## src/design/tcm_defs.svh

```systemverilog
// constants and behaviour notes for the translation cache maintenance block
// Notes on behaviour
// - indirect segment access selects register by top four bits of index source; here avs_address bits 5:2 select it.
// - entry invalidate clears hit entries and broadcasts a bus invalidate; here it clears every instruction buffer entry.
// - sixteen 32-bit segment registers; bit 0 selects field meaning.
// - eight block translation registers in four upper/lower pairs.
// - one 32-bit table search descriptor register.
// - these registers are reachable only in supervisor mode.
// - snooped invalidate hit stalls new memory ops, then waits for drain.
// - after drain, clear both unified buffer ways at index, then resume.
// - instruction buffer: four entries, fully associative, page or block; here the block flag is ignored, all entries match 20-bit pages.
// - new instruction mappings load automatically into the instruction buffer.
// - instruction buffer used only when instruction translation is enabled.
// - instruction buffer lookup runs independently of data translation.
// - segment, block register writes, invalidates and snoops flush buffer.
// - instruction buffer replacement picks the least recently used entry.
// - every access carries mode bits; coherence bit selects global access.
// - mode bits used only at translation, never stored with cached data.
// - with translation off mode bits are 001.
// - write-through store hit updates cache and writes memory.
// - write-back stores update only cache until copyback.
// - write-through stores may merge unless a sync separates them.
// - cache-inhibited access goes to memory, no load or allocate.
// - cache-inhibited access leaves existing cached copy untouched.
// - cache-inhibited accesses from different instructions never merge.
// - coherent external access asserts the global access signal.
`ifndef TCM_DEFS_SVH
`define TCM_DEFS_SVH
`define TCM_OFF_SEG_BASE 8'h00
`define TCM_OFF_BLK_BASE 8'h40
`define TCM_OFF_TSD 8'h60
`define TCM_OFF_CTRL 8'h64
`define TCM_OFF_STAT 8'h68
`define TCM_CTRL_IXE 0
`define TCM_CTRL_DXE 1
`define TCM_CTRL_SUP 2
`define TCM_STAT_STALL 0
`define TCM_STAT_VBASE 4
`define TCM_CTRL_RESET 3'h7
`define TCM_MODE_DIRECT 3'h1
`define TCM_IDX_MSB 31
`define TCM_IDX_LSB 28
`endif

```

## src/design/tcm_pkg.sv

```systemverilog
// types shared by the translation cache maintenance block
package tcm_pkg;
  typedef struct packed {
    logic wt;
    logic ci;
    logic coh;
  } tcm_mode_t;
  typedef struct packed {
    logic [19:0] vpage;
    logic [19:0] ppage;
    logic is_block;
    tcm_mode_t mode;
  } tcm_fill_t;
  typedef struct packed {
    logic [31:0] paddr;
    logic store;
    logic wt;
    logic ci;
    logic global_access_signal;
    logic may_merge;
    logic cache_update;
    logic cache_alloc;
    logic mem_write;
  } tcm_access_t;
  typedef enum logic [2:0] {
    TCM_RUN = 3'b001,
    TCM_DRAIN = 3'b010,
    TCM_CLEAR = 3'b100
  } tcm_snoop_st_t;
endpackage : tcm_pkg

```

## src/design/tcm_top.sv

```systemverilog
// translation buffer upkeep, instruction buffer and access mode handling
//
// The register offsets and register access over Avalon-MM were decided locally.
`timescale 1ns/1ps
`include "tcm_defs.svh"
module tcm_top #(
  parameter int IENT = 4,
  parameter int USETS = 32
) (
  input wire logic clk,
  input wire logic srst,
  input wire logic [7:0] avs_address,
  input wire logic avs_read,
  input wire logic avs_write,
  input wire logic [31:0] avs_writedata,
  input wire logic [3:0] avs_byteenable,
  output logic [31:0] avs_readdata,
  output logic avs_waitrequest,
  output logic avs_response_err,
  input wire logic ifetch_req,
  input wire logic [31:0] ifetch_addr,
  output logic ifetch_hit,
  output logic ifetch_miss,
  output logic [31:0] ifetch_paddr,
  output tcm_pkg::tcm_mode_t ifetch_mode,
  input wire logic fill_valid,
  input wire tcm_pkg::tcm_fill_t fill_data,
  input wire logic inval_entry,
  input wire logic [31:0] inval_addr,
  output logic bus_xlate_invalidate,
  output logic [31:0] bus_inval_addr,
  input wire logic snoop_inval,
  input wire logic [31:0] snoop_addr,
  input wire logic [USETS-1:0] unified_xlate_buffer_valid_at,
  input wire logic mem_outstanding,
  output logic issue_stall,
  output logic unified_xlate_buffer_clear,
  output logic [$clog2(USETS)-1:0] unified_xlate_buffer_clear_index,
  input wire logic dacc_valid,
  input wire logic [31:0] dacc_paddr,
  input wire logic dacc_store,
  input wire logic dacc_sync_before,
  input wire logic dacc_translated,
  input wire tcm_pkg::tcm_mode_t dacc_mode,
  output logic dacc_out_valid,
  output tcm_pkg::tcm_access_t dacc_out
);
  import tcm_pkg::*;
  localparam int UIW = $clog2(USETS);
  localparam int LW = $clog2(IENT);

  logic [31:0] seg_map_r [16];
  logic [31:0] blk_xlate_r [8];
  logic [31:0] tsd_r;
  logic [2:0] ctrl_r;
  logic [IENT-1:0] ivalid_r;
  logic [19:0] ivpage_r [IENT];
  logic [19:0] ippage_r [IENT];
  logic [IENT-1:0] iblock_r;
  tcm_mode_t imode_r [IENT];
  logic [LW-1:0] iage_r [IENT];
  tcm_snoop_st_t snoop_st_r;
  logic [UIW-1:0] snoop_idx_r;
  logic ack_r;
  logic last_store_wt_r;

  wire instr_xlate_enable = ctrl_r[`TCM_CTRL_IXE];
  wire data_xlate_enable = ctrl_r[`TCM_CTRL_DXE];
  wire supervisor = ctrl_r[`TCM_CTRL_SUP];
  wire acc = (avs_read | avs_write) & ~ack_r;
  wire [5:0] widx = avs_address[7:2];
  wire hit_seg = avs_address < `TCM_OFF_BLK_BASE;
  wire hit_blk = (avs_address >= `TCM_OFF_BLK_BASE) && (avs_address < `TCM_OFF_TSD);
  wire hit_tsd = avs_address == `TCM_OFF_TSD;
  wire hit_ctrl = avs_address == `TCM_OFF_CTRL;
  wire hit_stat = avs_address == `TCM_OFF_STAT;
  wire priv_ok = supervisor;
  wire mapped = hit_ctrl | hit_stat | ((hit_seg | hit_blk | hit_tsd) & priv_ok);
  wire wr_go = acc & avs_write & mapped;
  wire seg_wr = wr_go & hit_seg;
  wire blk_wr = wr_go & hit_blk;
  // select of segment by word index bits of the bus address
  wire [3:0] seg_sel = avs_address[5:2]; // bits 5:2 of avs_address land here
  wire [2:0] blk_sel = widx[2:0];

  function automatic logic [31:0] be_merge(input logic [31:0] old, input logic [31:0] nw,
                                           input logic [3:0] be);
    logic [31:0] r;
    r = old;
    for (int b = 0; b < 4; b++) begin
      if (be[b]) begin
        r[b*8 +: 8] = nw[b*8 +: 8];
      end
    end
    return r;
  endfunction : be_merge

  // bus slave: one wait cycle then answer
  always_ff @(posedge clk) begin
    if (srst) begin
      ack_r <= 1'b0;
      avs_waitrequest <= 1'b1;
      avs_readdata <= 32'h0000_0000;
      avs_response_err <= 1'b0;
    end else begin
      ack_r <= acc;
      avs_waitrequest <= ~acc;
      if (acc) begin
        avs_response_err <= ~mapped;
        avs_readdata <= 32'h0000_0000;
        if (avs_read && mapped) begin
          if (hit_seg) begin
            avs_readdata <= seg_map_r[seg_sel];
          end else if (hit_blk) begin
            avs_readdata <= blk_xlate_r[blk_sel];
          end else if (hit_tsd) begin
            avs_readdata <= tsd_r;
          end else if (hit_ctrl) begin
            avs_readdata <= {29'h0, ctrl_r};
          end else begin
            avs_readdata <= {{(28-IENT){1'b0}}, ivalid_r, 3'h0, snoop_st_r != TCM_RUN};
          end
        end
      end
    end
  end

  always_ff @(posedge clk) begin
    if (srst) begin
      for (int i = 0; i < 16; i++) begin
        seg_map_r[i] <= 32'h0000_0000;
      end
    end else if (seg_wr) begin
      seg_map_r[seg_sel] <= be_merge(seg_map_r[seg_sel], avs_writedata, avs_byteenable);
    end
  end

  always_ff @(posedge clk) begin
    if (srst) begin
      for (int i = 0; i < 8; i++) begin
        blk_xlate_r[i] <= 32'h0000_0000;
      end
    end else if (blk_wr) begin
      blk_xlate_r[blk_sel] <= be_merge(blk_xlate_r[blk_sel], avs_writedata, avs_byteenable);
    end
  end

  always_ff @(posedge clk) begin
    if (srst) begin
      tsd_r <= 32'h0000_0000;
      ctrl_r <= `TCM_CTRL_RESET;
    end else begin
      if (wr_go && hit_tsd) begin
        tsd_r <= be_merge(tsd_r, avs_writedata, avs_byteenable);
      end
      if (wr_go && hit_ctrl && avs_byteenable[0]) begin
        ctrl_r <= avs_writedata[2:0];
      end
    end
  end

  // snooped invalidate sequence
  wire [UIW-1:0] snoop_index = snoop_addr[12 +: UIW];
  wire snoop_hit = snoop_inval & unified_xlate_buffer_valid_at[snoop_index];
  always_ff @(posedge clk) begin
    if (srst) begin
      snoop_st_r <= TCM_RUN;
      snoop_idx_r <= '0;
      unified_xlate_buffer_clear <= 1'b0;
      unified_xlate_buffer_clear_index <= '0;
      issue_stall <= 1'b0;
    end else begin
      unified_xlate_buffer_clear <= 1'b0;
      case (snoop_st_r)
        TCM_RUN: begin
          if (snoop_hit) begin
            snoop_st_r <= TCM_DRAIN;
            snoop_idx_r <= snoop_index;
            issue_stall <= 1'b1;
          end
        end
        TCM_DRAIN: begin
          if (!mem_outstanding) begin
            snoop_st_r <= TCM_CLEAR;
            unified_xlate_buffer_clear <= 1'b1; // both ways at index
            unified_xlate_buffer_clear_index <= snoop_idx_r;
          end
        end
        TCM_CLEAR: begin
          snoop_st_r <= TCM_RUN;
          issue_stall <= 1'b0;
        end
        default: begin
          snoop_st_r <= TCM_RUN;
          issue_stall <= 1'b0;
        end
      endcase
    end
  end

  // entry invalidate broadcast
  always_ff @(posedge clk) begin
    if (srst) begin
      bus_xlate_invalidate <= 1'b0;
      bus_inval_addr <= 32'h0000_0000;
    end else begin
      bus_xlate_invalidate <= inval_entry;
      if (inval_entry) begin
        bus_inval_addr <= inval_addr;
      end
    end
  end

  // instruction translation buffer
  logic [IENT-1:0] ihit_vec;
  logic [LW-1:0] ihit_idx;
  logic [LW-1:0] victim;
  always_comb begin
    ihit_vec = '0;
    ihit_idx = '0;
    victim = '0;
    for (int i = 0; i < IENT; i++) begin
      if (ivalid_r[i] && ivpage_r[i] == ifetch_addr[31:12]) begin
        ihit_vec[i] = 1'b1;
        ihit_idx = LW'(i);
      end
      if (iage_r[i] == LW'(IENT-1)) begin
        victim = LW'(i);
      end
    end
  end

  wire flush_all = seg_wr | blk_wr | inval_entry | snoop_inval;
  wire ilookup = ifetch_req & instr_xlate_enable;
  logic [LW-1:0] fill_slot;
  always_comb begin
    fill_slot = victim;
    for (int i = 0; i < IENT; i++) begin
      if (!ivalid_r[i]) begin
        fill_slot = LW'(i);
      end
    end
  end
  wire do_fill = fill_valid & ~flush_all;
  wire touch = do_fill | (ilookup & |ihit_vec);
  wire [LW-1:0] touch_idx = do_fill ? fill_slot : ihit_idx;

  always_ff @(posedge clk) begin
    if (srst) begin
      ivalid_r <= '0;
    end else if (flush_all) begin
      ivalid_r <= '0;
    end else if (do_fill) begin
      ivalid_r[fill_slot] <= 1'b1;
    end
  end

  always_ff @(posedge clk) begin
    if (do_fill) begin
      ivpage_r[fill_slot] <= fill_data.vpage;
      ippage_r[fill_slot] <= fill_data.ppage;
      iblock_r[fill_slot] <= fill_data.is_block;
      imode_r[fill_slot] <= fill_data.mode;
    end
  end

  always_ff @(posedge clk) begin
    if (srst) begin
      for (int i = 0; i < IENT; i++) begin
        iage_r[i] <= LW'(i);
      end
    end else if (touch) begin
      for (int i = 0; i < IENT; i++) begin
        if (LW'(i) == touch_idx) begin
          iage_r[i] <= '0;
        end else if (iage_r[i] < iage_r[touch_idx]) begin
          iage_r[i] <= iage_r[i] + LW'(1);
        end
      end
    end
  end

  always_ff @(posedge clk) begin
    if (srst) begin
      ifetch_hit <= 1'b0;
      ifetch_miss <= 1'b0;
      ifetch_paddr <= 32'h0000_0000;
      ifetch_mode <= `TCM_MODE_DIRECT;
    end else begin
      ifetch_hit <= 1'b0;
      ifetch_miss <= 1'b0;
      if (ifetch_req && !instr_xlate_enable) begin
        ifetch_hit <= 1'b1;
        ifetch_paddr <= ifetch_addr;
        ifetch_mode <= `TCM_MODE_DIRECT;
      end else if (ilookup && |ihit_vec && !flush_all) begin
        ifetch_hit <= 1'b1;
        ifetch_paddr <= {ippage_r[ihit_idx], ifetch_addr[11:0]};
        ifetch_mode <= imode_r[ihit_idx];
      end else if (ilookup) begin
        ifetch_miss <= 1'b1;
      end
    end
  end

  // data access mode handling; mode bits not kept past this stage
  tcm_mode_t eff_mode;
  always_comb begin
    eff_mode = (dacc_translated && data_xlate_enable) ? dacc_mode : `TCM_MODE_DIRECT;
  end

  always_ff @(posedge clk) begin
    if (srst) begin
      dacc_out_valid <= 1'b0;
      dacc_out <= '0;
      last_store_wt_r <= 1'b0;
    end else begin
      dacc_out_valid <= dacc_valid & ~issue_stall;
      if (dacc_valid && !issue_stall) begin
        dacc_out.paddr <= dacc_paddr;
        dacc_out.store <= dacc_store;
        dacc_out.wt <= eff_mode.wt; // passed out, not stored
        dacc_out.ci <= eff_mode.ci;
        dacc_out.global_access_signal <= eff_mode.coh & (eff_mode.ci | eff_mode.wt | 1'b1);
        dacc_out.cache_update <= ~eff_mode.ci;
        dacc_out.cache_alloc <= ~eff_mode.ci;
        dacc_out.mem_write <= dacc_store & (eff_mode.wt | eff_mode.ci);
        dacc_out.may_merge <= dacc_store & eff_mode.wt & ~eff_mode.ci & last_store_wt_r
                              & ~dacc_sync_before;
        last_store_wt_r <= dacc_store & eff_mode.wt & ~eff_mode.ci;
      end
    end
  end

  wire unused_ok = ^{iblock_r, avs_address[1:0], widx[5:3]};
endmodule : tcm_top

```

## config.mk

```make
export PLATFORM = sky130hd
export DESIGN_NAME = tcm_top
export DESIGN_NICKNAME = d
export VERILOG_FILES = /design/src/design/tcm_pkg.sv /design/src/design/tcm_top.sv
export VERILOG_INCLUDE_DIRS = /design/src /design/src/design
export SDC_FILE = /design/constraint.sdc
export NUM_CORES = 2
export LEC_CHECK = 0
export ABC_AREA = 1
export BUFFER_PORTS_ARGS = -buffer_cell sky130_fd_sc_hd__buf_2
export CORE_ASPECT_RATIO = 1.4
export CORE_MARGIN = 5
export CORE_UTILIZATION = 30
export DETAILED_ROUTE_END_ITERATION = 16
export GPL_TIMING_DRIVEN = 1
export PLACE_DENSITY = 0.53
export SLEW_MARGIN = 20
export SYNTH_ARGS = -nofsm -noshare
export SYNTH_HDL_FRONTEND = slang
export SYNTH_SLANG_ARGS = --single-unit
```

## constraint.sdc

```tcl
create_clock -name clk -period 7.7 [get_ports clk]
set_clock_uncertainty 0.15 [all_clocks]
set_input_delay 0.77 -clock clk [delete_from_list [all_inputs] [get_ports clk]]
set_output_delay 0.77 -clock clk [all_outputs]
set_load 0.01 [all_outputs]
```

==> results.sh <==
export IMPL_coreArea_sq_um=161000
export IMPL_criticalPathCategory="in2reg"
export IMPL_vias=35200
export IMPL_power_leakage_nw=20.5
export IMPL_htreeDepth=3
export IMPL_drv_cap=0
export IMPL_synth_main_ff_cell="edfxtp_1"
export IMPL_grt_pass1_wl_microns=235000
export IMPL_hold_viol=0
export IMPL_synth_top_cell_by_area="edfxtp_1"
export IMPL_num_rows=174
export IMPL_crit_arrival_ps=4920
export IMPL_ys_warn_count=0
export IMPL_clk_pin_slew_ps=60
export IMPL_end_kind="register"
export IMPL_tns_ps=0
export IMPL_cts_hold_buffers=0
export IMPL_ys_seq_elements=1148
export IMPL_syn_inst=4396
export IMPL_drive_gt1_share_pct=15.8
export IMPL_clk_path_buf_depth=3
export IMPL_slew_violations=0
export IMPL_nets=4927
export IMPL_clock_latency_ps=730
export IMPL_hp_class="in2reg"
export IMPL_track_usage_pct=18.5
export IMPL_fin_crit_ps=4620
export IMPL_synth_area_leaders="edfxtp_1 59%, nor2_1 8.4%, dfxtp_1 8.3%"
export IMPL_startpoint_type="input pin"
export IMPL_dp_cells=6660
export IMPL_start_util_pct=30.1
export IMPL_ys_types=54
export IMPL_hpwl_microns=100000
export IMPL_worstMarginPinSlew_ps=1170
export IMPL_dieHeight_microns=485
export IMPL_ys_seq_area_share_pct=67.0
export IMPL_grt_remaining_overflow=0
export IMPL_post_route_period_util_pct=60.0
export IMPL_slew_limit_headroom_pct=22.0
export IMPL_vias_per_cell=5.11
export IMPL_synth_nets=4663
export IMPL_cp_max_fo=33
export IMPL_max_freq_mhz=216
export IMPL_synth_edf_count=948
export IMPL_drtIter0Drc=3763
export IMPL_clkSinkCount=1148
export IMPL_finalPower_w=0.0133
export IMPL_async_flop_share_pct=0
export IMPL_grt_max_degree=150
export IMPL_fin_cells=6879
export IMPL_cts_tree="done"
export IMPL_ir_worst_vdd_mv=0.187
export IMPL_post_cts_buffers=0
export IMPL_setup_viol=0
export IMPL_antenna_found_initial=23
export IMPL_required_ps=8000
export IMPL_antenna_left=0
export IMPL_wl_microns=164000
export IMPL_drc=0
export IMPL_cts_buffers=110
export IMPL_final_cell_mix="1078 x nor2_1, 948 x edfxtp_1, 387 x buf_2"
export IMPL_clock_tree_root_cell="clkbuf_16"
export IMPL_grt_setup_unrepaired="no"
export IMPL_yosys_area_top_type_share_pct=58.8
export IMPL_first_pass_iters=6
export IMPL_outcome="completed"
export IMPL_io_pins=416
export IMPL_area_delta_synth_final_pct=15.4
export IMPL_final_common_cell="nor2_1"
export IMPL_place_gp_congestion=0.861
export IMPL_avgSynthCellArea_sq_um=11.0
export IMPL_grt_pass1_vias=34300
export IMPL_die_w_microns=350
export IMPL_powerDensity_nw_per_um2=238
export IMPL_cts_repair_resized=0
export IMPL_wl_per_cell_microns=23.8
export IMPL_port_buffers=387
export IMPL_syn_cell_area_sq_um=48400
export IMPL_die_area_sq_um=170000
[final cells by class]
class                   instances  area [sq um]
inverters                     187           717
repair buffers                458          2490
diodes                         12          30.0
well taps                    2112          2640
flip-flops and latches       1148         32500
fillers                     16200        105000
multi-input cells            2755         14000
clock inverters                43           367
clock buffers                 164          3140
[logic make-up (layout without fill, tap and decap cells)]
group           Yosys count  after routing  synth area share, %
buf+inv                 493            852                 4.32
fa+ha+maj                 3              3               0.0775
compound gates          969            969                 13.3
flops                  1148           1148                 67.0
simple gates           1760           1760                 14.8
other cells               0             12                    0
xor+xnor                 23             23                0.416
[synth_stat cells, drive strengths merged (12+ instances only)]
library cell,count
nand3,188
or4,21
inv,184
a22oi,371
nor2,1091
o221ai,22
nor3,30
dfxtp,200
edfxtp,948
xnor2,16
a21oi,128
a21boi,78
nand2,416
buf,167
o22ai,27
o21ai,287
clkbuf,139
o211ai,12
a22o,14
[state kept, by name (all words and copies together) (netlist names), 3 cells and up]
register                          flops
blk_xlate_r                         256
dacc_out                             39
ifetch_paddr                         32
tsd_r                                32
ivalid_r                              4
ivpage_r                             80
bus_inval_addr                       32
iage_r                                8
avs_readdata                         32
unified_xlate_buffer_clear_index      5
seg_map_r                           512
imode_r                              12
ifetch_mode                           3
snoop_st_r                            3
snoop_idx_r                           5
ippage_r                             80
ctrl_r                                3
[power breakdown]
group	switching, W	total [W]	internal, W
Sequential	0.0000615	0.00695	0.00689
Combinational	0.000761	0.00102	0.000254
Clock	0.00242	0.00535	0.00293
[worst paths after layout]
kind                       start  cells past startpoint                to  slack (ps)
setup / recovery  avs_address[4]                     16  seg_map_r[8][28]        3080
hold / removal    ifetch_addr[0]                      2   ifetch_paddr[0]         110
setup reg to reg  ivpage_r[3][3]                     16  ifetch_paddr[26]        3660
hold reg to reg   ifetch_mode[2]                      2    ifetch_mode[2]         300
[per-stage QoR]
stage	setup WS, ps	hold WS [ps]	cell area, sq um	util [%]
CTS	3080	50.4	55900	34.8
global route	2950	88.0	55900	34.8
floorplan	2330	280	48400	-
global placement	2360	286	52300	32.6
detailed placement	2320	293	52400	32.6
finish	3080	115	55900	34.8
[worst max-delay path: stages]
cell	delay (ps)
buf_2	80
buf_4	510
inv_2	90
nand2_2	90
buf_4	530
inv_1	190
o211ai_1	320
nand2_4	160
nand2_1	180
inv_2	90
nand3_2	180
nor2_4	90
nand3_2	60
buf_4	520
nand2_2	560
buf_4	430
[metal layers]
metal  up-vias  wire length (microns)  track usage, %
met1     17300                  65900            23.9
met4        24                   4820            5.80
met2      1393                  79900            31.4
met3       259                  12900            3.75
met5         -                    165               0
li1      16200                      -               -
Note: power is estimated with default switching activity, not from simulation.
